[config.mk]
export PLATFORM = sky130hd
export DESIGN_NAME = dcw_ctrl
export DESIGN_NICKNAME = d
export VERILOG_FILES = /design/src/core/dcw_cfg_mem.v /design/src/core/dcw_ctrl.v
export VERILOG_INCLUDE_DIRS = /design/src /design/src/inc
export SDC_FILE = /design/constraint.sdc
export NUM_CORES = 1
export LEC_CHECK = 0
export BUFFER_PORTS_ARGS = -buffer_cell sky130_fd_sc_hd__buf_4
export CAP_MARGIN = 20
export CORE_ASPECT_RATIO = 0.7
export CORE_MARGIN = 5
export CORE_UTILIZATION = 52
export DETAILED_ROUTE_END_ITERATION = 7
export PLACE_DENSITY = 0.78
export RECOVER_POWER = 100
export SYNTH_ARGS = -nofsm -noshare
export SYNTH_HDL_FRONTEND = slang
export SYNTH_SLANG_ARGS = --single-unit
[constraint.sdc]
create_clock -name i_mclk -period 5.3 [get_ports i_mclk]
set_input_delay 0.265 -clock i_mclk [delete_from_list [all_inputs] [get_ports i_mclk]]
set_output_delay 0.265 -clock i_mclk [all_outputs]
set_load 0.02 [all_outputs]
[src/inc/dcw_defines.vh]
/*
 Constants for the device control word: offset, field positions, reset value
 and timing counts. Assumes a 10 MHz core clock.
*/
`ifndef DCW_DEFINES_VH
`define DCW_DEFINES_VH
`define DCW_OFFSET 8'hEA
`define DCW_RESET 32'h00000000
`define DCW_SAVE_BIT 31
`define DCW_RELOAD_BIT 30
`define DCW_FCLR_BIT 29
`define DCW_RCLR_BIT 28
`define DCW_KEY_HI 27
`define DCW_KEY_LO 20
`define DCW_ANG_HI 19
`define DCW_ANG_LO 11
`define DCW_TICKLE_BIT 10
`define DCW_FULL_TURN 9'h168
`define DCW_CLK_HZ 10000000
`define DCW_KA_UNIT_MS 1000
`define DCW_KA_UNIT_CYC ((`DCW_CLK_HZ / 1000) * `DCW_KA_UNIT_MS)
`define DCW_CFG_WORDS 16
`endif

[src/core/dcw_cfg_mem.v]
/*
 Small configuration memory with registered read data.
 Assumes one clock and synchronous active-high reset of the read register.
*/
`timescale 1ns/100ps
module dcw_cfg_mem #(
	parameter WIDTH = 32,
	parameter DEPTH = 16,
	parameter AW = 4
) (
	// Clock and reset
	input wire i_mclk,
	input wire i_rst,
	// Write port
	input wire i_we,
	input wire [AW-1:0] i_waddr,
	input wire [WIDTH-1:0] i_wdata,
	// Read port
	input wire [AW-1:0] i_raddr,
	output reg [WIDTH-1:0] o_rdata
);
	reg [WIDTH-1:0] mem [0:DEPTH-1];

	// Storage write and registered read
	always @(posedge i_mclk) begin
		if (i_we) begin
			mem[i_waddr] <= i_wdata;
		end
		if (i_rst) begin
			o_rdata <= {WIDTH{1'b0}};
		end else begin
			o_rdata <= mem[i_raddr];
		end
	end
endmodule

[src/core/dcw_ctrl.v]
/*
 Device control word register and its side effects: configuration save and
 reload against the non-volatile store, fault and retry clears, access key,
 forced alignment angle and the host keep-alive watchdog.
 Assumes the I2C slave decodes register strobes on i_mclk; the host leaves
 unlisted offsets alone.
*/
`timescale 1ns/100ps
`include "dcw_defines.vh"
module dcw_ctrl #(
	parameter [7:0] SAVE_KEY = 8'hA5,
	parameter CFG_WORDS = `DCW_CFG_WORDS,
	parameter KA_UNIT_CYC = `DCW_KA_UNIT_CYC
) (
	// Clock and reset
	input wire i_mclk,
	input wire i_rst,
	// Register access from the I2C slave
	input wire [7:0] i_reg_addr,
	input wire i_reg_wr,
	input wire i_reg_rd,
	input wire [31:0] i_reg_wdata,
	output reg [31:0] o_reg_rdata,
	output wire o_reg_hit,
	// Working configuration
	input wire [31:0] i_cfg_live,
	output reg [31:0] o_cfg_load,
	output reg [3:0] o_cfg_idx,
	output reg o_cfg_load_we,
	output reg o_nvm_busy,
	// Fault and alignment control
	output reg o_fault_clear_cmd,
	output reg o_retry_counter_clear_cmd,
	input wire i_force_align_en,
	output reg [8:0] o_align_angle,
	// Host keep-alive watchdog
	input wire i_i2c_mode,
	input wire [7:0] i_host_keepalive_interval,
	output reg o_wdt_fault
);
	localparam [1:0] ST_IDLE = 2'b00;
	localparam [1:0] ST_SAVE = 2'b01;
	localparam [1:0] ST_LOAD = 2'b10;
	localparam [1:0] ST_LOADW = 2'b11;

	reg save_bit;
	reg reload_bit;
	reg tickle_bit;
	reg [7:0] key;
	reg [8:0] angle_raw;
	reg [1:0] state;
	reg [3:0] idx;
	reg mem_we;
	reg [31:0] unit_cnt;
	reg [7:0] unit_ticks;
	wire [31:0] mem_rdata;
	wire wr_hit;

	// Reduce a 9-bit degree value into 0..359
	function [8:0] mod360;
		input [8:0] deg;
		begin
			if (deg >= `DCW_FULL_TURN) begin
				mod360 = deg - `DCW_FULL_TURN;
			end else begin
				mod360 = deg;
			end
		end
	endfunction

	assign o_reg_hit = (i_reg_addr == `DCW_OFFSET);
	assign wr_hit = i_reg_wr && o_reg_hit;

	// Command bits, key and angle fields
	always @(posedge i_mclk) begin
		if (i_rst) begin
			save_bit <= 1'b0;
			reload_bit <= 1'b0;
			tickle_bit <= 1'b0;
			key <= 8'h00;
			angle_raw <= 9'h000;
			o_fault_clear_cmd <= 1'b0;
			o_retry_counter_clear_cmd <= 1'b0;
		end else begin
			o_fault_clear_cmd <= wr_hit && i_reg_wdata[`DCW_FCLR_BIT];
			o_retry_counter_clear_cmd <= wr_hit && i_reg_wdata[`DCW_RCLR_BIT];
			// Tickle seen for one cycle, then cleared by hardware
			tickle_bit <= wr_hit && i_reg_wdata[`DCW_TICKLE_BIT];
			if (wr_hit) begin
				key <= i_reg_wdata[`DCW_KEY_HI:`DCW_KEY_LO];
				angle_raw <= i_reg_wdata[`DCW_ANG_HI:`DCW_ANG_LO];
			end
			// Command bits stay set until the operation finishes
			if (wr_hit && i_reg_wdata[`DCW_SAVE_BIT] && state == ST_IDLE) begin
				save_bit <= (i_reg_wdata[`DCW_KEY_HI:`DCW_KEY_LO] == SAVE_KEY);
			end else if (state == ST_SAVE && idx == CFG_WORDS - 1) begin
				save_bit <= 1'b0;
			end
			if (wr_hit && i_reg_wdata[`DCW_RELOAD_BIT] && state == ST_IDLE
				&& !(i_reg_wdata[`DCW_SAVE_BIT])) begin
				reload_bit <= 1'b1;
			end else if (state == ST_LOADW && idx == CFG_WORDS - 1) begin
				reload_bit <= 1'b0;
			end
		end
	end

	// Save and reload sequencer
	always @(posedge i_mclk) begin
		if (i_rst) begin
			state <= ST_IDLE;
			idx <= 4'h0;
			mem_we <= 1'b0;
			o_cfg_load <= 32'h00000000;
			o_cfg_idx <= 4'h0;
			o_cfg_load_we <= 1'b0;
			o_nvm_busy <= 1'b0;
		end else begin
			mem_we <= 1'b0;
			o_cfg_load_we <= 1'b0;
			case (state)
				ST_IDLE: begin
					idx <= 4'h0;
					o_cfg_idx <= 4'h0;
					o_nvm_busy <= 1'b0;
					if (save_bit) begin
						state <= ST_SAVE;
						mem_we <= 1'b1;
						o_nvm_busy <= 1'b1;
					end else if (reload_bit) begin
						state <= ST_LOAD;
						o_nvm_busy <= 1'b1;
					end
				end
				ST_SAVE: begin
					// Live word idx is written this cycle
					if (idx == CFG_WORDS - 1) begin
						state <= ST_IDLE;
					end else begin
						idx <= idx + 4'h1;
						o_cfg_idx <= idx + 4'h1;
						mem_we <= 1'b1;
					end
				end
				ST_LOAD: begin
					state <= ST_LOADW; // Wait for registered read
				end
				ST_LOADW: begin
					o_cfg_load <= mem_rdata;
					o_cfg_idx <= idx;
					o_cfg_load_we <= 1'b1;
					if (idx == CFG_WORDS - 1) begin
						state <= ST_IDLE;
					end else begin
						idx <= idx + 4'h1;
						state <= ST_LOAD;
					end
				end
				default: begin
					state <= ST_IDLE;
				end
			endcase
		end
	end

	// Alignment angle applied only while forced alignment is on
	always @(posedge i_mclk) begin
		if (i_rst) begin
			o_align_angle <= 9'h000;
		end else if (i_force_align_en) begin
			o_align_angle <= mod360(angle_raw);
		end
	end

	// Keep-alive watchdog counting interval units
	always @(posedge i_mclk) begin
		if (i_rst) begin
			unit_cnt <= 32'h00000000;
			unit_ticks <= 8'h00;
			o_wdt_fault <= 1'b0;
		end else if (!i_i2c_mode || i_host_keepalive_interval == 8'h00 || tickle_bit) begin
			unit_cnt <= 32'h00000000;
			unit_ticks <= 8'h00;
		end else if (unit_cnt == KA_UNIT_CYC - 1) begin
			unit_cnt <= 32'h00000000;
			if (unit_ticks == i_host_keepalive_interval - 8'h01) begin
				o_wdt_fault <= 1'b1;
				unit_ticks <= 8'h00;
			end else begin
				unit_ticks <= unit_ticks + 8'h01;
			end
		end else begin
			unit_cnt <= unit_cnt + 32'h00000001;
		end
		if (!i_rst && o_fault_clear_cmd && !(unit_cnt == KA_UNIT_CYC - 1
			&& unit_ticks == i_host_keepalive_interval - 8'h01)) begin
			o_wdt_fault <= 1'b0;
		end
	end

	// Read-back: write-only fields read zero, reserved bits zero
	always @(posedge i_mclk) begin
		if (i_rst) begin
			o_reg_rdata <= `DCW_RESET;
		end else if (i_reg_rd && o_reg_hit) begin
			o_reg_rdata <= {save_bit, reload_bit, 19'h00000, tickle_bit, 10'h000};
		end
	end

	dcw_cfg_mem #(
		.WIDTH(32),
		.DEPTH(CFG_WORDS),
		.AW(4)
	) u_mem (
		.i_mclk(i_mclk),
		.i_rst(i_rst),
		.i_we(mem_we),
		.i_waddr(idx),
		.i_wdata(i_cfg_live),
		.i_raddr(idx),
		.o_rdata(mem_rdata)
	);
endmodule

Yosys cells after proc, flatten, opt, wreduce, memory -nomap -nowiden. Memories as Yosys holds them, arrays and structs flattened. A register that Yosys moved wholly into a read port is not among the register bits. Index checks and enable logic that the tools add are counted.

Bits of input ports: 86. Output and inout bits: 83. Register bits: 112. Logic and storage cells: 95. Memories kept: 1. Bits in writable memories: 512.

Memory list: u_mem.mem (depth 16, width 32, rd ports 1, clocked after Yosys merged registers in 1, write ports 1, line dcw_cfg_mem.v:22) `reg [WIDTH-1:0] mem [0:DEPTH-1];`.

Bitwise gates (word level): 1. Reductions and logical operators: 35. Multiplexer cells: 22. Equality and inequality tests: 12. Add/subtract/negate cells: 5. $lt $le $gt $ge: 1.

Operators by type and width (count): 32-bit by 1-bit adder with 32-bit output (second input constant) (1); 32-bit by 24-bit equality test with 1-bit output (second input constant) (1); 8-bit equality test (second input constant) (2); 1-bit logical AND (15); 4-bit one-hot mux with 3 select lines (1); 1-bit 2-to-1 mux (11); 9-bit >= comparator (second input constant) (1); 9-bit 2-to-1 mux (1); 9-bit subtractor (second input constant) (1); 8-bit by 1-bit adder with 8-bit output (second input constant) (1); 8-bit equality test (1); 8-bit logical NOT (1); 2-bit 2-to-1 mux (4); 8-bit 2-to-1 mux (1); 2-bit one-hot mux with 4 select lines (1); 4-bit one-hot mux with 2 select lines (1); 8-bit by 1-bit subtractor with 8-bit output (second input constant) (1); 2-bit AND reduction (3); 2-bit nonzero test (3); 2-bit OR reduction (3); 4-bit by 1-bit adder with 4-bit output (second input constant) (1); 2-bit equality test (second input constant) (2); 4-bit equality test (second input constant) (1); 1-bit logical NOT (4); 12 further kinds (14).

Depth between registers and ports, before layout. Gate-level depths: netlist of run 1.

Word-level depth: 6. Gate-level depth with buffers: 10. Gate-level depth less buffers: 7.

By module. A second synthesis of run 1 with hierarchy kept.

Cell total of the unflattened synthesis: 1747. Area, all modules: 25952.4 um2.

By module, submodules not included: dcw_cfg_mem (area an instance 20708.6 um2, instances 1, seq. area each 16015.4 um2, cells an instance 1116); dcw_ctrl (area an instance 5243.8 um2, instances 1, seq. area each 2242.2 um2, cells an instance 631).

Least setup slack after synthesis of run 1. Ideal clock, no wire load.

Kind: reg-to-reg. Start: register idx[1]. End: memory u_mem.mem[0][0], enable pin. Cell stages (with the launch flop): 8. Path buffers: 3. Setup time: 0.461 ns. Path slack: 1.441 ns. Period minus slack after synthesis: 3.859 ns. Arrival time: 3.398 ns. Required time: 4.839 ns. Cell sequence: dfxtp_1 -> clkbuf_1 -> clkbuf_1 -> clkbuf_1 -> inv_1 -> ha_1 -> nand2_1 -> nor3_1.

RTL lines: from (decl) (line dcw_ctrl.v:52) `reg [3:0] idx;`; from (signal assigned) (line dcw_ctrl.v:140) `idx <= idx + 4'h1;`; from (signal assigned) (line dcw_ctrl.v:155) `idx <= idx + 4'h1;`; to (decl) (line dcw_cfg_mem.v:22).

Straight into the memory's write port.

Worst setup path in the final report of run 1.
Start: register idx[3]. End: memory u_mem.mem[5][24], enable pin.

Straight into the memory's write port.

==> flow_summary.toml, run 1 <==
[status]
outcome = "complete, but fails checks"
violations = "capacitance limit, slew limit"

[worst_setup_path]
worst-path-buf-inv = 2
r2r_end = "u_mem.mem[5][24]$_DFFE_PP_"
worst-r2r-cell-count = 4
critPathKind = "register to register"
worst_setup_path_start_kind = "register"
path_depth = 4
cp_top_family = "buffers and inverters"
critPathCaptureType = "register"
crit_fanout = 24
required_ns = 5.50
critPathSlowestCell = "clkbuf_1"
crit_arrival_ns = 4.22
r2r_slack_ns = 1.28
path_cells = "buf_4, nand2b_1, nor2_4, clkbuf_1"
slowest_delay_ns = 1.06
reg2reg_from = "idx[3]$_SDFFE_PP0P_"

[grt]
grt_overflow = 0
grt_max_degree = 108
first_global_vias = 13770
antenna_found_initial = 3
grt_pass1_wl_um = 85780
track_usage_pct = 21.23

[run]
drv_cap = 7

[power]
total_leakage_power_nw = 9.011
power_mw = 9.854
cellPowerDensity_nw_per_um2 = 340.0
vdd_ir_drop_max_mv = 0.2705

[drt]
vias_per_cell = 5.894
drt_iter0_drc = 1667
wire_per_inst_um = 24.25
ant_nets = 0
drc = 0
vias = 13760
drtPass1Iterations = 5
wl_um = 56620

[min_path]
min_from = "i_reg_addr[0]"
holdPathEnd = "o_reg_rdata[31]$_SDFFE_PP0P_"
min_path_type = "input pin to register"
hold_path_depth = 5

[cells_and_area]
syn_to_final_growth_pct = 14.27
fin_cells = 2335
layout-drive-gt1-share_pct = 19.01
num-fill-cells = 3494
fin_nets = 1723
multiInputGateArea_sq_um = 6696
seq_area_sq_um = 18270

[yosys]
async_flop_share_pct = 0
yosys_warnings = 0
synth-edff-count = 512
syn-cell-area_sq_um = 25360
yosys_most_used_dff = "edfxtp_1"
yosysUniqueCellTypes = 57
ys_seq_area_share_pct = 71.98
syn_avg_cell_area_sq_um = 17.66
synth_seq_cells = 656
synthCells = 1436

[clock_network]
clk_path_buf_depth = 3
cts_root_buf = "clkbuf_16"
cts.clk_slew.worst_paths_ns = 0.06
cts_tree = "done"
worstSkewPairLatency_ns = 0.61
cts_resized = 0
cts_sinks = 656
cts_buffers = 59
cts_max_level = 2

[sta]
hold_violations = 0
slew_headroom_pct = -83.21
fin_skew_ns = 0.02079
rsz0062_at_grt = "false"
tns_ns = 0
fmax_ghz = 0.2489
fin_crit_ns = 4.018
drv_slew = 258
worst_slew_pin_slew_ns = 2.748
setup_violations = 0
fin_crit_sh_pct = 75.81

[die]
dieArea_sq_um = 53360
start_util_pct = 52.80
die-width_um = 274.0
pin_count = 169
coreArea_sq_um = 48030
row_count = 67
die_y_um = 194.8

[place]
dp_cells = 2172
io_buffers = 129
gp_congestion = 0.7842
dp_hpwl_um = 30730
==> report_power, final <==
| group | switching [mW] | internal, mW | leakage, nW |
|---|---|---|---|
| sequential | 0.00465 | 5.54 | 5.77 |
| combinational | 0.121 | 0.0635 | 2.34 |
| clock | 1.82 | 2.31 | 0.896 |
==> worst register-to-register path: cells and delay by family, from the launching register on <==
kind	cells	cell delay, ns
AND/OR/NAND/NOR	2	1.12
buffers and inverters	2	1.68
flip-flops	1	0.83
==> cells by family (layout without fill, tap and decap cells) <==
logic type	Yosys count	count (layout)	share of synthesized area, %
adders and majority gates	9	9	0.4440
other	1	31	0.01478
muxes	179	179	14.98
and+or+nand+nor	333	333	6.586
buffers and inverters	117	331	2.244
DFF	656	656	71.98
AOI/OAI and AO/OA	104	104	2.476
xor gates and xnor gates	37	37	1.278
==> registers in the layout (all words and copies together), names as in the netlist, 3 cells and up <==
register / flops
o_align_angle: 9
idx: 4
unit_cnt: 32
o_cfg_idx: 4
u_mem.o_rdata: 32
o_cfg_load: 32
u_mem.mem: 512
o_reg_rdata: 3
unit_ticks: 8
angle_raw: 9
==> worst max-delay path by stage <==
stage	start	to	slack (ns)
2_1_floorplan	idx[1]$_SDFFE_PP0P_	u_mem.mem[0][0]$_DFFE_PP_	1.44
3_3_place_gp	idx[1]$_SDFFE_PP0P_	u_mem.mem[11][14]$_DFFE_PP_	2.03
3_5_place_dp	idx[1]$_SDFFE_PP0P_	u_mem.mem[11][17]$_DFFE_PP_	1.97
4_1_cts	idx[1]$_SDFFE_PP0P_	u_mem.mem[11][20]$_DFFE_PP_	1.97
5_1_grt	idx[3]$_SDFFE_PP0P_	u_mem.mem[5][17]$_DFFE_PP_	0.97
6_report	idx[3]$_SDFFE_PP0P_	u_mem.mem[5][24]$_DFFE_PP_	1.28
==> metrics by stage <==
step | utilization [%] | area [sq um] | hold WS (ns) | setup WS, ns
floorplan | - | 25470 | 0.3639 | 1.441
global placement | 56.36 | 27070 | 0.4285 | 2.025
detailed placement | 56.36 | 27070 | 0.4257 | 1.965
CTS | 61.22 | 29410 | 0.08118 | 1.970
global route | 60.34 | 28980 | 0.1244 | 0.9690
finish | 60.34 | 28980 | 0.1180 | 1.282
==> routing by layer <==
layer	global-route usage (%)	share of wire, %
met3	4.326	8.8
met1	31.45	42
met4	4.183	1.5
met5	0	0.030
met2	33.53	48
==> area by class of cell <==
type                            instances  share of cell area (%)
Antenna cell                            2                 0.01727
Clock buffer                           94                   5.768
Clock inverter                         17                  0.5828
Inverter                               15                  0.1943
Multi-Input combinational cell        691                   23.10
Sequential cell                       656                   63.02
Tap cell                              655                   2.828
Timing Repair Buffer                  205                   4.481
==> what timing repair did <==
item / in CTS / in global routing
hold endpoints to repair: 532 / 0
hold buffers: 49 / 0
setup endpoints to repair: 0 / 0
setup buffers: 0 / 0
==> layout by cell type, fill, tap and decap left out, types with 7 or more instances in the layout <==
| cell | instances |
|---|---|
| a211oi_1 | 8 |
| a21oi_1 | 50 |
| and2_1 | 7 |
| buf_4 | 53 |
| clkbuf_1 | 124 |
| clkbuf_16 | 59 |
| conb_1 | 29 |
| dfxtp_1 | 141 |
| dlygate4sd3_1 | 49 |
| edfxtp_1 | 512 |
| ha_1 | 9 |
| inv_1 | 15 |
| mux2i_1 | 15 |
| mux4_2 | 160 |
| nand2_1 | 99 |
| nand3_1 | 19 |
| nand4_1 | 16 |
| nor2_1 | 70 |
| nor2_4 | 10 |
| nor2b_1 | 33 |
| nor3_1 | 15 |
| nor4_1 | 11 |
| o21ai_0 | 18 |
| or3_1 | 15 |
| xnor2_1 | 11 |
| xor2_1 | 26 |
==> synthesized netlist by cell type (3+ instances only) <==
cell	count	area share, %
edfxtp_1	512	61
mux4_2	160	14
dfxtp_1	144	11
nand2_1	99	1.5
nor2_1	80	1.2
a21oi_1	50	0.99
clkbuf_1	47	0.70
nor2b_1	33	0.81
buf_4	29	0.86
xor2_1	26	0.90
nand3_1	19	0.37
o21ai_0	18	0.36
nand4_1	16	0.39
inv_1	15	0.22
mux2i_1	15	0.59
nor3_1	15	0.30
or3_1	15	0.37
buf_1	14	0.21
buf_2	11	0.22
xnor2_1	11	0.38
nor4_1	10	0.25
ha_1	9	0.44
a211oi_1	8	0.24
and2_1	7	0.17
and3_1	6	0.15
nand2b_1	5	0.12
a22oi_1	4	0.12
mux2_2	4	0.18
nor4b_1	4	0.14
o211ai_1	4	0.12
o31ai_1	4	0.12
or4_1	4	0.12
a311oi_1	3	0.10
nand3b_1	3	0.089
nor3b_1	3	0.089
(Power assumes the default switching activity.)
==> run 2, diff against run 1 <==
==> constraint.sdc (replaced) <==
create_clock -name i_mclk -period 4 [get_ports i_mclk]
set_input_delay 0.2 -clock i_mclk [delete_from_list [all_inputs] [get_ports i_mclk]]
set_output_delay 0.2 -clock i_mclk [all_outputs]
set_load 0.02 [all_outputs]
==> run 2 against run 1 <==
  * The run still ends with capacitance limit, slew limit left
  * Global-route usage up 0.25 points
  * Clock skew down 0.0047 ns
  * Non-clock buffer count up 9
  * Core utilization is 0.50 points higher
  * Combinational power up 33%
  * Critical endpoint is now u_mem.mem[11][6]$_DFFE_PP_
  * Largest cell class unchanged
==> flow_summary.toml, run 2 (synthesis results as in run 1) <==
[drt]
drtPass1Iterations = 6
vias = 13720
drt_iter0_drc = 1610
drc = 0
wire_per_inst_um = 24.32
wl_um = 57000
vias_per_cell = 5.852
ant_nets = 0

[cells_and_area]
num-fill-cells = 3433
largest_reg_flops = 512
top_register = "u_mem.mem"
fin_nets = 1732
seq_area_sq_um = 18270
multiInputGateArea_sq_um = 6653
syn_to_final_growth_pct = 15.22
final_cell_mix = "512 x edfxtp_1, 160 x mux4_2, 140 x dfxtp_1"
final_util_pct = 60.84
final_common_cell = "edfxtp_1"
layout-drive-gt1-share_pct = 19.62

[sta]
tns_ns = 0
fin_skew_ns = 0.01605
fin_crit_sh_pct = 85.07
worst_slew_pin_slew_ns = 1.916
fin_crit_ns = 3.403
fmax_ghz = 0.2939
rsz0062_at_grt = "false"
layout_setup_ws_ns = 0.5973
setup_violations = 0
hold_violations = 0
slew_headroom_pct = -27.72
drv_slew = 126

[min_path]
hold_path_depth = 5
min_from = "i_reg_addr[0]"
min_path_type = "input pin to register"
holdPathEnd = "o_reg_rdata[10]$_SDFFE_PP0P_"

[worst_setup_path]
crit_arrival_ns = 3.61
r2r_end = "u_mem.mem[11][6]$_DFFE_PP_"
critPathLaunch = "idx[0]$_SDFFE_PP0P_"
critPathCaptureType = "register"
r2r_slack_ns = 0.60
crit_fanout = 25
critPathKind = "register to register"
required_ns = 4.20
worst-r2r-cell-count = 5
reg2reg_from = "idx[0]$_SDFFE_PP0P_"
worst_setup_path_start_kind = "register"

[die]
die_y_um = 194.8
row_count = 67
pin_count = 169
start_util_pct = 52.80
dieArea_sq_um = 53360
die-width_um = 274.0
coreArea_sq_um = 48030

[power]
seq_power_share_pct = 54.8
comb_power_share_pct = 1.8
total_leakage_power_nw = 9.130
sw_frac_of_total_pct = 19.78
vdd_ir_drop_max_mv = 0.2956
switchingPower_mw = 2.652
power.share.clock_pct = 43.3
cellPowerDensity_nw_per_um2 = 458.6
power.internal_mw = 10.75

[status]
outcome = "complete, but fails checks"
violations = "capacitance limit, slew limit"

[run]
drv_cap = 7

[clock_network]
cts.clk_slew.worst_paths_ns = 0.06
cts_resized = 0
worstSkewPairLatency_ns = 0.62
cts_max_level = 2
cts_sinks = 656
cts_root_buf = "clkbuf_16"
clk_path_buf_depth = 3
cts_tree = "done"
cts_buffers = 59

[grt]
first_global_vias = 14090
antenna_found_initial = 2
grt_max_degree = 114
grt_overflow = 0
grt_pass1_wl_um = 86740
track_usage_pct = 21.49

[place]
dp_hpwl_um = 31830
io_buffers = 129
pre_cts_ws_ns = 1.084
gp_congestion = 0.8352
run 2: changes by cell type in the layout (fill, tap and decap cells not counted), sizes merged:
cell,delta
buf,+4
bufinv,+6
clkbuf,-21
clkinv,+16
clkinvlp,+4
dlygate4sd3,+1
inv,-1
run 2: cell type report:
type | count | area share (%)
inverter | 15 | 0.1927
clock buffer | 69 | 5.215
timing repair buffer | 214 | 4.864
antenna | 2 | 0.01713
tap | 655 | 2.804
clock inverter | 42 | 1.635
multi-input combinational | 691 | 22.76
sequential | 656 | 62.51
run 2: timing repair:
action / 4_1_cts / 5_1_grt
hold buffers: 50 / 0
hold endpoints to repair: 537 / 0
setup endpoints to repair: 0 / 0
setup buffers: 0 / 0
run 2: routing by layer:
layer	track usage, %	vias to the layer above	part of all wire, %
met5	0	-	0
met4	4.519	0	1.9
met3	3.414	90	8.2
met2	35.41	612	49
met1	30.97	7024	41
li1	-	5990	-
run 2: worst max path at each step:
| stage | to | slack [ns] |
|---|---|---|
| 2_1_floorplan | u_mem.mem[0][0]$_DFFE_PP_ | 0.14 |
| 3_3_place_gp | u_mem.mem[2][17]$_DFFE_PP_ | 1.07 |
| 3_5_place_dp | u_mem.mem[8][24]$_DFFE_PP_ | 1.08 |
| 4_1_cts | u_mem.mem[8][24]$_DFFE_PP_ | 1.06 |
| 5_1_grt | u_mem.mem[11][6]$_DFFE_PP_ | 0.50 |
| 6_report | u_mem.mem[11][6]$_DFFE_PP_ | 0.60 |
run 2: through the flow:
| step | hold WS (ns) | std cells | cell area, sq um | total power, mW |
|---|---|---|---|---|
| 2_1_floorplan | 0.2989 | 1464 | 25470 | 7.598 |
| 3_3_place_gp | 0.4235 | 2179 | 27220 | 7.702 |
| 3_5_place_dp | 0.4277 | 2181 | 27240 | 7.715 |
| 4_1_cts | 0.007119 | 2342 | 29740 | 13.51 |
| 5_1_grt | 0.06357 | 2344 | 29220 | 13.84 |
| 6_report | 0.04112 | 2344 | 29220 | 13.40 |
run 2: critical path: stages, from the launching register on:
cell and delay [ns]:
dfxtp_4 0.65, ha_1 0.22, clkbuf_1 0.31, nand2_1 0.27
nor2_1 0.23, clkbuf_1 1.30
run 2: power groups by stage:
stage | Clock [mW] | Sequential (mW) | Combinational [mW]
after floorplan | 0 | 7.50 | 0.0986
after CTS | 5.91 | 7.35 | 0.262
after global placement | 0 | 7.49 | 0.208
after global routing | 6.23 | 7.34 | 0.268
after detailed placement | 0 | 7.49 | 0.220
final | 5.81 | 7.35 | 0.245
